`config.mk`:
```
export PLATFORM = sky130hd
export DESIGN_NAME = host_side_pin_function_mux
export DESIGN_NICKNAME = d
export VERILOG_FILES = /design/src/rtl/host_side_pin_function_mux.v
export VERILOG_INCLUDE_DIRS = /design/src /design/src/rtl
export SDC_FILE = /design/constraint.sdc
export NUM_CORES = 1
export LEC_CHECK = 0
export BUFFER_PORTS_ARGS = -buffer_cell sky130_fd_sc_hd__buf_2
export CORE_MARGIN = 2
export CORE_UTILIZATION = 50
export DETAILED_ROUTE_END_ITERATION = 7
export GPL_TIMING_DRIVEN = 0
export PLACE_DENSITY = 0.75
export REMOVE_ABC_BUFFERS = 1
export SYNTH_ARGS = -nofsm -noshare
export SYNTH_HDL_FRONTEND = slang
export SYNTH_SLANG_ARGS = --single-unit
```
`constraint.sdc`:
```
create_clock -name ref_clk -period 4 [get_ports ref_clk]
set_input_delay 0.6 -clock ref_clk [delete_from_list [all_inputs] [get_ports ref_clk]]
set_output_delay 0.6 -clock ref_clk [all_outputs]
set_load 0.01 [all_outputs]
```
`src/rtl/pin_mux_defines.vh`:
```
// Register map, field positions, reset values and timing for the pin mux
`ifndef PIN_MUX_DEFINES_VH
`define PIN_MUX_DEFINES_VH
`define OFF_SEL 8'h00
`define OFF_CTRL 8'h04
`define OFF_STATUS 8'h08
`define OFF_BASE 8'h0c
`define OFF_HOSTWR 8'h10
`define OFF_HOSTRD 8'h14
`define SEL_ACK_HI 5
`define SEL_ACK_LO 4
`define SEL_REQ_HI 7
`define SEL_REQ_LO 6
`define CTRL_EPP 0
`define CTRL_IRQ8_HIGH 1
`define CTRL_WDT_ALT 2
`define CTRL_LED_ALT 3
`define ST_TC_SEEN 0
`define ST_ACK_PIN 1
`define ST_REQ_PIN 2
`define ST_HOST_WR 3
`define SEL_RST 8'h00
`define CTRL_RST 4'h0
`define BASE_RST 16'h0300
`define HOSTRD_RST 8'h00
`define FN_DMA 2'h0
`define FN_GPIO 2'h1
`define FN_KBD 2'h2
`define FN_UART 2'h3
`define RESP_OKAY 2'h0
`define RESP_SLVERR 2'h2
`define CLK_NS 4
`define HOLD_NS 100
`define HOLD_CYC ((`HOLD_NS + `CLK_NS - 1) / `CLK_NS)
`endif

```
`src/rtl/host_side_pin_function_mux.v`:
```
// Host-side shared pin function mux with ISA slave port and AXI4-Lite regs
//
// Notes on behaviour
// - Select 00 on bits 5:4: acknowledge pin is DMA channel 0 acknowledge.
// - Select 01: acknowledge pin is GPIO port 1 bit 6 or watchdog out.
// - Select 10: acknowledge pin is bidirectional keyboard port line five.
// - Select 11: acknowledge pin drives third UART request-to-send.
// - Select 00 on bits 7:6: request pin drives DMA channel 0 request.
// - Select 01: request pin is GPIO port 1 bit 7 or power LED out.
// - Select 10: request pin is bidirectional keyboard port line four.
// - Select 11: request pin drives third UART data-terminal-ready.
// - In EPP mode, open-drain channel ready stretches the host cycle.
// - Master reset is active high and resets the device while high.
// - Terminal count ends the transfer on the acknowledged channel.
// - IRQ8 defaults active low, active high selectable.
// - Full 16-bit host address decode, 8-bit bidirectional data.
`timescale 1ns/1ps
`default_nettype none
`include "pin_mux_defines.vh"
module host_side_pin_function_mux (
   input wire ref_clk,
   input wire resetn,
   input wire [7:0] awaddr,
   input wire awvalid,
   output wire awready,
   input wire [31:0] wdata,
   input wire [3:0] wstrb,
   input wire wvalid,
   output wire wready,
   output reg [1:0] bresp,
   output reg bvalid,
   input wire bready,
   input wire [7:0] araddr,
   input wire arvalid,
   output wire arready,
   output reg [31:0] rdata,
   output reg [1:0] rresp,
   output reg rvalid,
   input wire rready,
   input wire [15:0] hostAddr,
   input wire [7:0] hostDataIn,
   output reg [7:0] hostDataOut,
   output wire hostDataOe,
   input wire iorN,
   input wire iowN,
   input wire aen,
   output wire chrdyOut,
   output wire chrdyOe,
   input wire masterResetIn,
   input wire tcIn,
   input wire ackPinIn,
   output reg ackPinOut,
   output reg ackPinOe,
   input wire reqPinIn,
   output reg reqPinOut,
   output reg reqPinOe,
   input wire rtcIrqIn,
   output reg rtcIrqPin,
   output reg dmaAck0N,
   input wire dmaReq0,
   output reg tcDone,
   input wire gpio1LineSixOut,
   input wire gpio1LineSixOe,
   output reg gpio1LineSixIn,
   input wire watchdogTimeoutOut,
   input wire gpio1LineSevenOut,
   input wire gpio1LineSevenOe,
   output reg gpio1LineSevenIn,
   input wire powerLedOut,
   input wire keyboardPortLineFiveOut,
   input wire keyboardPortLineFiveOe,
   output reg keyboardPortLineFiveIn,
   input wire keyboardPortLineFourOut,
   input wire keyboardPortLineFourOe,
   output reg keyboardPortLineFourIn,
   input wire thirdUartRtsOut,
   input wire thirdUartDtrOut
);
   localparam ST_IDLE = 3'b001;
   localparam ST_HOLD = 3'b010;
   localparam ST_ACT = 3'b100;
   localparam [31:0] HOLD_FULL = `HOLD_CYC - 1;
   localparam [7:0] HOLD_LAST = HOLD_FULL[7:0];

   // ------------------------------------------------------------
   // Pin synchronisers
   // ------------------------------------------------------------
   reg [30:0] sync1;
   reg [30:0] sync2;
   wire [15:0] sAddr = sync2[30:15];
   wire [7:0] sData = sync2[14:7];
   wire sIorN = sync2[6];
   wire sIowN = sync2[5];
   wire sAen = sync2[4];
   wire sMr = sync2[3];
   wire sTc = sync2[2];
   wire sAck = sync2[1];
   wire sReq = sync2[0];

   always @(posedge ref_clk) begin
      if (!resetn) begin
         sync1 <= {16'h0000, 8'h00, 7'h63};
         sync2 <= {16'h0000, 8'h00, 7'h63};
      end else begin
         sync1 <= {hostAddr, hostDataIn, iorN, iowN, aen,
                   masterResetIn, tcIn, ackPinIn, reqPinIn};
         sync2 <= sync1;
      end
   end

   wire rst = !resetn | sMr;

   // ------------------------------------------------------------
   // Registers
   // ------------------------------------------------------------
   reg [7:0] sel;
   reg [3:0] ctrl;
   reg [15:0] baseAddr;
   reg [7:0] hostWr;
   reg [7:0] hostRd;
   reg tcSeen;
   reg hostWrSeen;
   reg [7:0] awHeld;
   reg awHave;
   reg [31:0] wHeld;
   reg [3:0] sHeld;
   reg wHave;

   wire [1:0] ackFn = sel[`SEL_ACK_HI:`SEL_ACK_LO];
   wire [1:0] reqFn = sel[`SEL_REQ_HI:`SEL_REQ_LO];

   assign awready = !awHave & !bvalid;
   assign wready = !wHave & !bvalid;
   assign arready = !rvalid;

   wire awTake = awvalid & awready;
   wire wTake = wvalid & wready;
   wire [7:0] wAddr = awHave ? awHeld : awaddr;
   wire [31:0] wDat = wHave ? wHeld : wdata;
   wire [3:0] wStb = wHave ? sHeld : wstrb;
   wire doWrite = (awHave | awTake) & (wHave | wTake);
   wire wrStatus = doWrite & (wAddr == `OFF_STATUS) & wStb[0];
   wire wMapped = (wAddr == `OFF_SEL) | (wAddr == `OFF_CTRL) |
                  (wAddr == `OFF_STATUS) | (wAddr == `OFF_BASE) |
                  (wAddr == `OFF_HOSTRD);

   // ------------------------------------------------------------
   // Host I/O cycle
   // ------------------------------------------------------------
   reg [2:0] state;
   reg [7:0] holdCnt;
   reg isRead;
   // full 16-bit match, address enable gates strobes
   wire hit = (sAddr == baseAddr) & !sAen & (!sIorN | !sIowN);
   wire hostWrEv = (state == ST_IDLE) & hit & sIorN;

   always @(posedge ref_clk) begin
      if (rst) begin
         state <= ST_IDLE;
         holdCnt <= 8'h00;
         isRead <= 1'b0;
         hostWr <= 8'h00;
      end else begin
         case (state)
            ST_IDLE: begin
               if (hit) begin
                  isRead <= !sIorN;
                  if (sIorN)
                     hostWr <= sData;
                  holdCnt <= HOLD_LAST;
                  if (ctrl[`CTRL_EPP])
                     state <= ST_HOLD;
                  else
                     state <= ST_ACT;
               end
            end
            ST_HOLD: begin
               if (holdCnt == 8'h00)
                  state <= ST_ACT;
               else
                  holdCnt <= holdCnt - 8'h01;
            end
            ST_ACT: begin
               if (sIorN & sIowN)
                  state <= ST_IDLE;
            end
            default: state <= ST_IDLE;
         endcase
      end
   end

   // Channel ready only ever pulls low; the bus pull-up releases it
   assign chrdyOut = 1'b0;
   assign chrdyOe = (state == ST_HOLD);
   // data bus driven only during our read
   assign hostDataOe = isRead & (state != ST_IDLE);

   // ------------------------------------------------------------
   // Terminal count
   // ------------------------------------------------------------
   reg reqBlock;
   reg tcEndD;
   wire tcEnd = sTc & (ackFn == `FN_DMA) & !sAck;

   always @(posedge ref_clk) begin
      if (rst) begin
         reqBlock <= 1'b0;
         tcEndD <= 1'b0;
         tcDone <= 1'b0;
      end else begin
         tcEndD <= tcEnd;
         tcDone <= tcEnd & !tcEndD;
         if (tcEnd)
            reqBlock <= 1'b1;
         else if (!dmaReq0)
            reqBlock <= 1'b0;
      end
   end

   // ------------------------------------------------------------
   // AXI4-Lite slave
   // ------------------------------------------------------------
   always @(posedge ref_clk) begin
      if (rst) begin
         sel <= `SEL_RST;
         ctrl <= `CTRL_RST;
         baseAddr <= `BASE_RST;
         hostRd <= `HOSTRD_RST;
         hostDataOut <= `HOSTRD_RST;
         tcSeen <= 1'b0;
         hostWrSeen <= 1'b0;
         awHave <= 1'b0;
         awHeld <= 8'h00;
         wHave <= 1'b0;
         wHeld <= 32'h00000000;
         sHeld <= 4'h0;
         bvalid <= 1'b0;
         bresp <= `RESP_OKAY;
         rvalid <= 1'b0;
         rresp <= `RESP_OKAY;
         rdata <= 32'h00000000;
      end else begin
         hostDataOut <= hostRd;
         // Set wins over a simultaneous clear
         tcSeen <= (tcEnd & !tcEndD) |
                   (tcSeen & !(wrStatus & wDat[`ST_TC_SEEN]));
         hostWrSeen <= hostWrEv |
                       (hostWrSeen & !(wrStatus & wDat[`ST_HOST_WR]));
         if (doWrite) begin
            awHave <= 1'b0;
            wHave <= 1'b0;
            bvalid <= 1'b1;
            bresp <= wMapped ? `RESP_OKAY : `RESP_SLVERR;
            if (wStb[0]) begin
               case (wAddr)
                  // new select drives pins next cycle
                  `OFF_SEL: sel <= wDat[7:0];
                  `OFF_CTRL: ctrl <= wDat[3:0];
                  `OFF_BASE: baseAddr[7:0] <= wDat[7:0];
                  `OFF_HOSTRD: hostRd <= wDat[7:0];
                  default: ;
               endcase
            end
            if (wStb[1] & (wAddr == `OFF_BASE))
               baseAddr[15:8] <= wDat[15:8];
         end else begin
            if (awTake) begin
               awHave <= 1'b1;
               awHeld <= awaddr;
            end
            if (wTake) begin
               wHave <= 1'b1;
               wHeld <= wdata;
               sHeld <= wstrb;
            end
         end
         if (bvalid & bready)
            bvalid <= 1'b0;
         if (arvalid & arready) begin
            rvalid <= 1'b1;
            rresp <= `RESP_OKAY;
            case (araddr)
               `OFF_SEL: rdata <= {24'h000000, sel};
               `OFF_CTRL: rdata <= {28'h0000000, ctrl};
               `OFF_STATUS:
                  rdata <= {28'h0000000, hostWrSeen, sReq, sAck, tcSeen};
               `OFF_BASE: rdata <= {16'h0000, baseAddr};
               `OFF_HOSTWR: rdata <= {24'h000000, hostWr};
               `OFF_HOSTRD: rdata <= {24'h000000, hostRd};
               default: begin
                  rdata <= 32'h00000000;
                  rresp <= `RESP_SLVERR;
               end
            endcase
         end else if (rvalid & rready) begin
            rvalid <= 1'b0;
         end
      end
   end

   // ------------------------------------------------------------
   // IRQ8 polarity
   // ------------------------------------------------------------
   always @(posedge ref_clk) begin
      if (rst)
         rtcIrqPin <= 1'b1;
      else
         rtcIrqPin <= ctrl[`CTRL_IRQ8_HIGH] ? rtcIrqIn : !rtcIrqIn;
   end

   // ------------------------------------------------------------
   // Shared pin muxes
   // ------------------------------------------------------------
   always @* begin
      ackPinOut = 1'b0;
      ackPinOe = 1'b0;
      dmaAck0N = 1'b1;
      gpio1LineSixIn = 1'b0;
      keyboardPortLineFiveIn = 1'b1;
      case (ackFn)
         `FN_DMA: dmaAck0N = sAck;
         `FN_GPIO: begin
            gpio1LineSixIn = sAck;
            if (ctrl[`CTRL_WDT_ALT]) begin
               ackPinOut = watchdogTimeoutOut;
               ackPinOe = 1'b1;
            end else begin
               ackPinOut = gpio1LineSixOut;
               ackPinOe = gpio1LineSixOe;
            end
         end
         `FN_KBD: begin
            keyboardPortLineFiveIn = sAck;
            ackPinOut = keyboardPortLineFiveOut;
            ackPinOe = keyboardPortLineFiveOe;
         end
         default: begin
            ackPinOut = thirdUartRtsOut;
            ackPinOe = 1'b1;
         end
      endcase
   end

   always @* begin
      reqPinOut = 1'b0;
      reqPinOe = 1'b0;
      gpio1LineSevenIn = 1'b0;
      keyboardPortLineFourIn = 1'b1;
      case (reqFn)
         `FN_DMA: begin
            reqPinOut = dmaReq0 & !reqBlock;
            reqPinOe = 1'b1;
         end
         // GPIO bit 7 or power LED
         `FN_GPIO: begin
            gpio1LineSevenIn = sReq;
            if (ctrl[`CTRL_LED_ALT]) begin
               reqPinOut = powerLedOut;
               reqPinOe = 1'b1;
            end else begin
               reqPinOut = gpio1LineSevenOut;
               reqPinOe = gpio1LineSevenOe;
            end
         end
         `FN_KBD: begin
            keyboardPortLineFourIn = sReq;
            reqPinOut = keyboardPortLineFourOut;
            reqPinOe = keyboardPortLineFourOe;
         end
         default: begin
            reqPinOut = thirdUartDtrOut;
            reqPinOe = 1'b1;
         end
      endcase
   end
endmodule
`default_nettype wire

```
Word-level counts from Yosys, hierarchy flattened. Index checks and enable logic that the tools add are counted.

Bits in registers: 198. Bits of input ports: 104. Output and inout bits: 63. Logic and storage cells: 155.

Add/subtract/negate cells: 1. Equality and inequality tests: 23. Muxes and demuxes: 32. Bitwise logic cells: 36. Reductions and logical operators: 35.

Operator list (number): 16-bit case mux with 6 select lines (1); 8-bit by 4-bit == test with 1-bit output, second input constant (4); 1-bit bitwise AND (25); 8-bit by 5-bit == test with 1-bit output, second input constant (3); 8-bit zero test (3); 8-bit 2-to-1 mux (3); 3-bit AND reduction (7); 16-bit == test (1); 8-bit by 3-bit == test with 1-bit output, second input constant (2); 16-bit 2-to-1 mux (1); 8-bit case mux with 2 select lines (1); 1-bit zero test (14); 1-bit 2-to-1 mux (14); 3-bit 2-to-1 mux (4); 1-bit OR (10); 1-bit case mux with 3 select lines (3); 3-bit case mux with 3 select lines (1); 2-bit AND reduction (4); 8-bit by 1-bit subtractor with 8-bit output, second input constant (1); 2-bit 2-to-1 mux (3); 2-bit inequality test, second input constant (3); 6-bit OR reduction (1); 2-bit by 1-bit == test with 1-bit output, second input constant (2); 2-bit == test, second input constant (2); 10 further kinds (14).

Longest topological paths before layout.
Depth in word-level cells: 11. Gate-level depth with buffers: 8. Gate-level depth less buffers: 7.

Least setup slack after synthesis. OpenSTA, ideal clock, no wires.

Kind: input port to flip-flop. Start: in awaddr[1]. End: reg sel[0]. Data arrival time: 2.405 ns. Path slack: 1.474 ns. Cell stages on the path: 6. Path buffers: 1. Cell sequence: or4_1 or3_4 a211o_1 or3_1 buf_6 mux2i_1.

Longest elaborated chain between the ends: 3.

RTL lines: start: declaration (RTL line host_side_pin_function_mux.v:23) `input wire [7:0] awaddr,`; 8-bit 2-to-1 mux (RTL line host_side_pin_function_mux.v:138) `wire [7:0] wAddr = awHave ? awHeld : awaddr;`; 8-bit zero test (RTL line host_side_pin_function_mux.v:255) `case (wAddr)`; 3-bit AND reduction (no source line); end signal: assignment (RTL line host_side_pin_function_mux.v:225) `` sel <= `SEL_RST; ``; end signal: assignment (RTL line host_side_pin_function_mux.v:257) `` `OFF_SEL: sel <= wDat[7:0]; ``; end: declaration (RTL line host_side_pin_function_mux.v:116) `reg [7:0] sel;`.

Every way passes these cells. A chain may end at the register's enable or synchronous reset.

Final worst setup path.
Start: reg wHave. End: reg hostRd[1].

Longest elaborated chain between the ends: 6. Elaborated cells between the ends (all ways): 8.

RTL lines: start: declaration (RTL line host_side_pin_function_mux.v:127) `reg wHave;`; start signal: assignment (RTL line host_side_pin_function_mux.v:234) `wHave <= 1'b0;`; start signal: assignment (RTL line host_side_pin_function_mux.v:251) `wHave <= 1'b0;`; start signal: assignment (RTL line host_side_pin_function_mux.v:272) `wHave <= 1'b1;`; 1-bit zero test (RTL line host_side_pin_function_mux.v:133) `assign wready = !wHave & !bvalid;`; 1-bit bitwise AND (RTL line host_side_pin_function_mux.v:133); 1-bit bitwise AND (RTL line host_side_pin_function_mux.v:137) `wire wTake = wvalid & wready;`; 1-bit OR (RTL line host_side_pin_function_mux.v:141) `wire doWrite = (awHave | awTake) & (wHave | wTake);`; 1-bit bitwise AND (RTL line host_side_pin_function_mux.v:141); 3-bit AND reduction (no source line); end signal: assignment (RTL line host_side_pin_function_mux.v:228) `` hostRd <= `HOSTRD_RST; ``; end signal: assignment (RTL line host_side_pin_function_mux.v:260) `` `OFF_HOSTRD: hostRd <= wDat[7:0]; ``; end: declaration (RTL line host_side_pin_function_mux.v:120) `reg [7:0] hostRd;`.

Parallel ways exist; a longest one is shown, timed or not.

==> flow_summary.ini <==
[hold_path]
min_path_type = primary input to flop
hold_path_depth = 2

[timing]
tightest_slew_ps = 1050
finalCritPeriodShare_pct = 69.0
setup_viol = 0
max_freq_mhz = 363
drv_slew = 0
worst_slew_margin_rel_pct = 29.9
rsz0062_at_grt = no
hold_violations = 0
period_minus_slack_ps = 2760
fin_skew_ps = 7.16

[layout]
syn_to_final_growth_pct = 18.6
nNetsFinal = 984
final_cells = 1068
drive_above_1_share_pct = 20.7
final_cell_mix = 180 x dfxtp_1, 129 x buf_2, 122 x nand2_1
layout_commonest_cell = dfxtp_1
final_cell_area_um2 = 8470
antenna_cells = 0

[synthesis]
synth_seq_area_share_pct = 50.4
yosysTopAreaCell = dfxtp_1
postSynthCellCount = 766
synth_edf_count = 0
synth_seq_cells = 180
synth.top_cell.area_share_pct = 50.4
synth_cell_types = 53
avgSynthCellArea_um2 = 9.33
async_flop_share_pct = 0
synth_area_um2 = 7140
yosys_most_used_dff = dfxtp_1
yosys-top-cells-area = dfxtp_1 50%, mux2i_1 8.8%, nand2_1 6.4%
yosys_warnings = 0

[grt]
overflow = 0
grt_pass1_vias = 4904
grt_antenna_before_repair = 1
grt_start_max_net_pins = 65
grt_pass1_wl_um = 24200
grt_use_total_pct = 21.0

[die]
fp.dieW_um = 124
die_h_um = 124
num_rows = 43
coreArea_um2 = 13900
num_io_pins = 167
initial_core_util_pct = 51.3
dieArea_um2 = 15300

[power_and_ir_drop]
p_sw_share_pct = 22.3
comb_power_share_pct = 7.1
power_density_nw_per_um2 = 459
pwr-share-seq_pct = 48.3
p_clk_share_pct = 44.5
leakagePower_nw = 3.74
switchingPower_uw = 868
ir_worst_vdd_mv = 0.316
total_power_mw = 3.89
internal_power_mw = 3.02

[placement]
dp_hpwl_um = 10900
placed_cells = 1036
dpl-instance-area_um2 = 7840
place_congestion = 0.832
io_buffers = 129

[critical_path]
worstSetupPathType = flop to flop
reg2regPathDepth = 4
start_kind = flop
cp.arrival_ps = 3100
endpoint_kind = flop
critPathMaxFanout = 22
required_ps = 4340

[route]
via_count = 5484
drc = 0
wirelength_um = 15800
vias_per_cell = 5.13
drtAntennaViolNets = 0
wire_per_inst_um = 14.7
drt_pass1_iterations = 5
drt_iter0_markers = 401

[job]
drv_cap = 0

[clock_network]
ctsResizeCount = 0
hold_buffers = 0
htree_levels = 4
cts.sinks = 180
path_clk_slew_ps = 60
cts_tree = done
clkLatencyLatePin_ps = 420
cts_setup_buffers = 0
clk_path_buf_depth = 2
cts_root_buf = clkbuf_16
numCtsBuffers = 17

[outcome]
outcome = complete, no violations
==> cell usage after synthesis, types with 4 or more instances <==
cell / n
dfxtp_1: 180
nand2_1: 122
mux2i_1: 63
and2_1: 56
a21oi_1: 44
nor2_1: 36
clkbuf_1: 35
nand3_1: 26
inv_1: 20
buf_4: 19
xnor2_1: 18
o21ai_0: 16
mux2_2: 15
nand2b_1: 14
nor3_1: 13
nand3b_1: 7
nor2b_1: 7
a221oi_1: 5
ha_1: 5
nand4_1: 5
xor2_1: 5
a211oi_1: 4
a31oi_1: 4
buf_1: 4
==> power groups by stage <==
stage / clock, mW / sequential (mW) / combinational (mW)
final: 1.73 / 1.88 / 0.277
after global routing: 1.84 / 1.88 / 0.306
after CTS: 1.76 / 1.88 / 0.277
after detailed placement: 0 / 1.92 / 0.275
after global placement: 0 / 1.92 / 0.265
after floorplan: 0 / 1.91 / 0.156
==> metal layers <==
layer	wire (µm)	vias to the layer above	part of all wire, %	GRT usage, %
li1	-	2762	-	-
met4	332	2	2.1	8.52
met1	7170	2488	46	26.2
met3	1060	25	6.7	5.72
met2	7180	207	46	34.3
met5	14	-	0.089	0
==> final timing paths <==
| kind | endpoint | from | slack (ps) |
|---|---|---|---|
| worst max-delay path | hostRd[1]$_SDFFE_PP0P_ | wHave$_SDFFE_PP0P_ | 1240 |
| worst min-delay path | sync1[5]$_SDFF_PN1_ | iowN | 360 |
| worst max register to register | hostRd[1]$_SDFFE_PP0P_ | wHave$_SDFFE_PP0P_ | 1240 |
| worst min register to register | sync2[1]$_SDFF_PN1_ | sync1[1]$_SDFF_PN1_ | 410 |
==> state kept, by name (all words and copies together) (netlist names), 2 cells and up <==
register,count
wHeld,16
ctrl,4
sync1,31
rdata,16
sel,8
hostWr,8
baseAddr,16
sync2,31
hostRd,8
hostDataOut,8
holdCnt,8
sHeld,2
state,3
awHeld,8
==> logic make-up (layout without fill, tap and decap cells) <==
logic type               count (synthesis)  in the layout  share of synthesized area [%]
AND/OR/NAND/NOR                        305            305                           20.9
flip-flops                             180            180                           50.4
AO/OA/AOI/OAI                           94             94                           8.09
multiplexers                            79             79                           11.5
buffers and inverters                   79            183                           5.25
XOR/XNOR                                23             23                           2.82
adder cells (fa/ha/maj)                  5              5                          0.876
other                                    1             19                         0.0525
==> worst max-delay path, cell delays in order (launching register included) <==
cell	delay [ps]
dfxtp_1	1010
o22ai_1	410
a211oi_1	410
nand3_1	530
mux2i_1	310
==> stage by stage <==
step	setup WS, ps	hold slack (ps)	utilization [%]	TNS (ps)
after detailed placement	1100	394	56.3	0
final	1240	357	60.8	0
after global placement	-1810	391	55.8	-95860
after floorplan	598	386	-	0
after global routing	1080	343	60.8	0
after CTS	1310	343	60.8	0
==> cell type report <==
cell class / count / area (µm²)
Clock buffer: 21 / 480
Clock inverter: 11 / 148
Fill cell: 1212 / 5470
Inverter: 20 / 75.1
Multi-Input combinational cell: 525 / 3240
Sequential cell: 180 / 3600
Tap cell: 180 / 225
Timing Repair Buffer: 131 / 693
(Power assumes the default switching activity.)
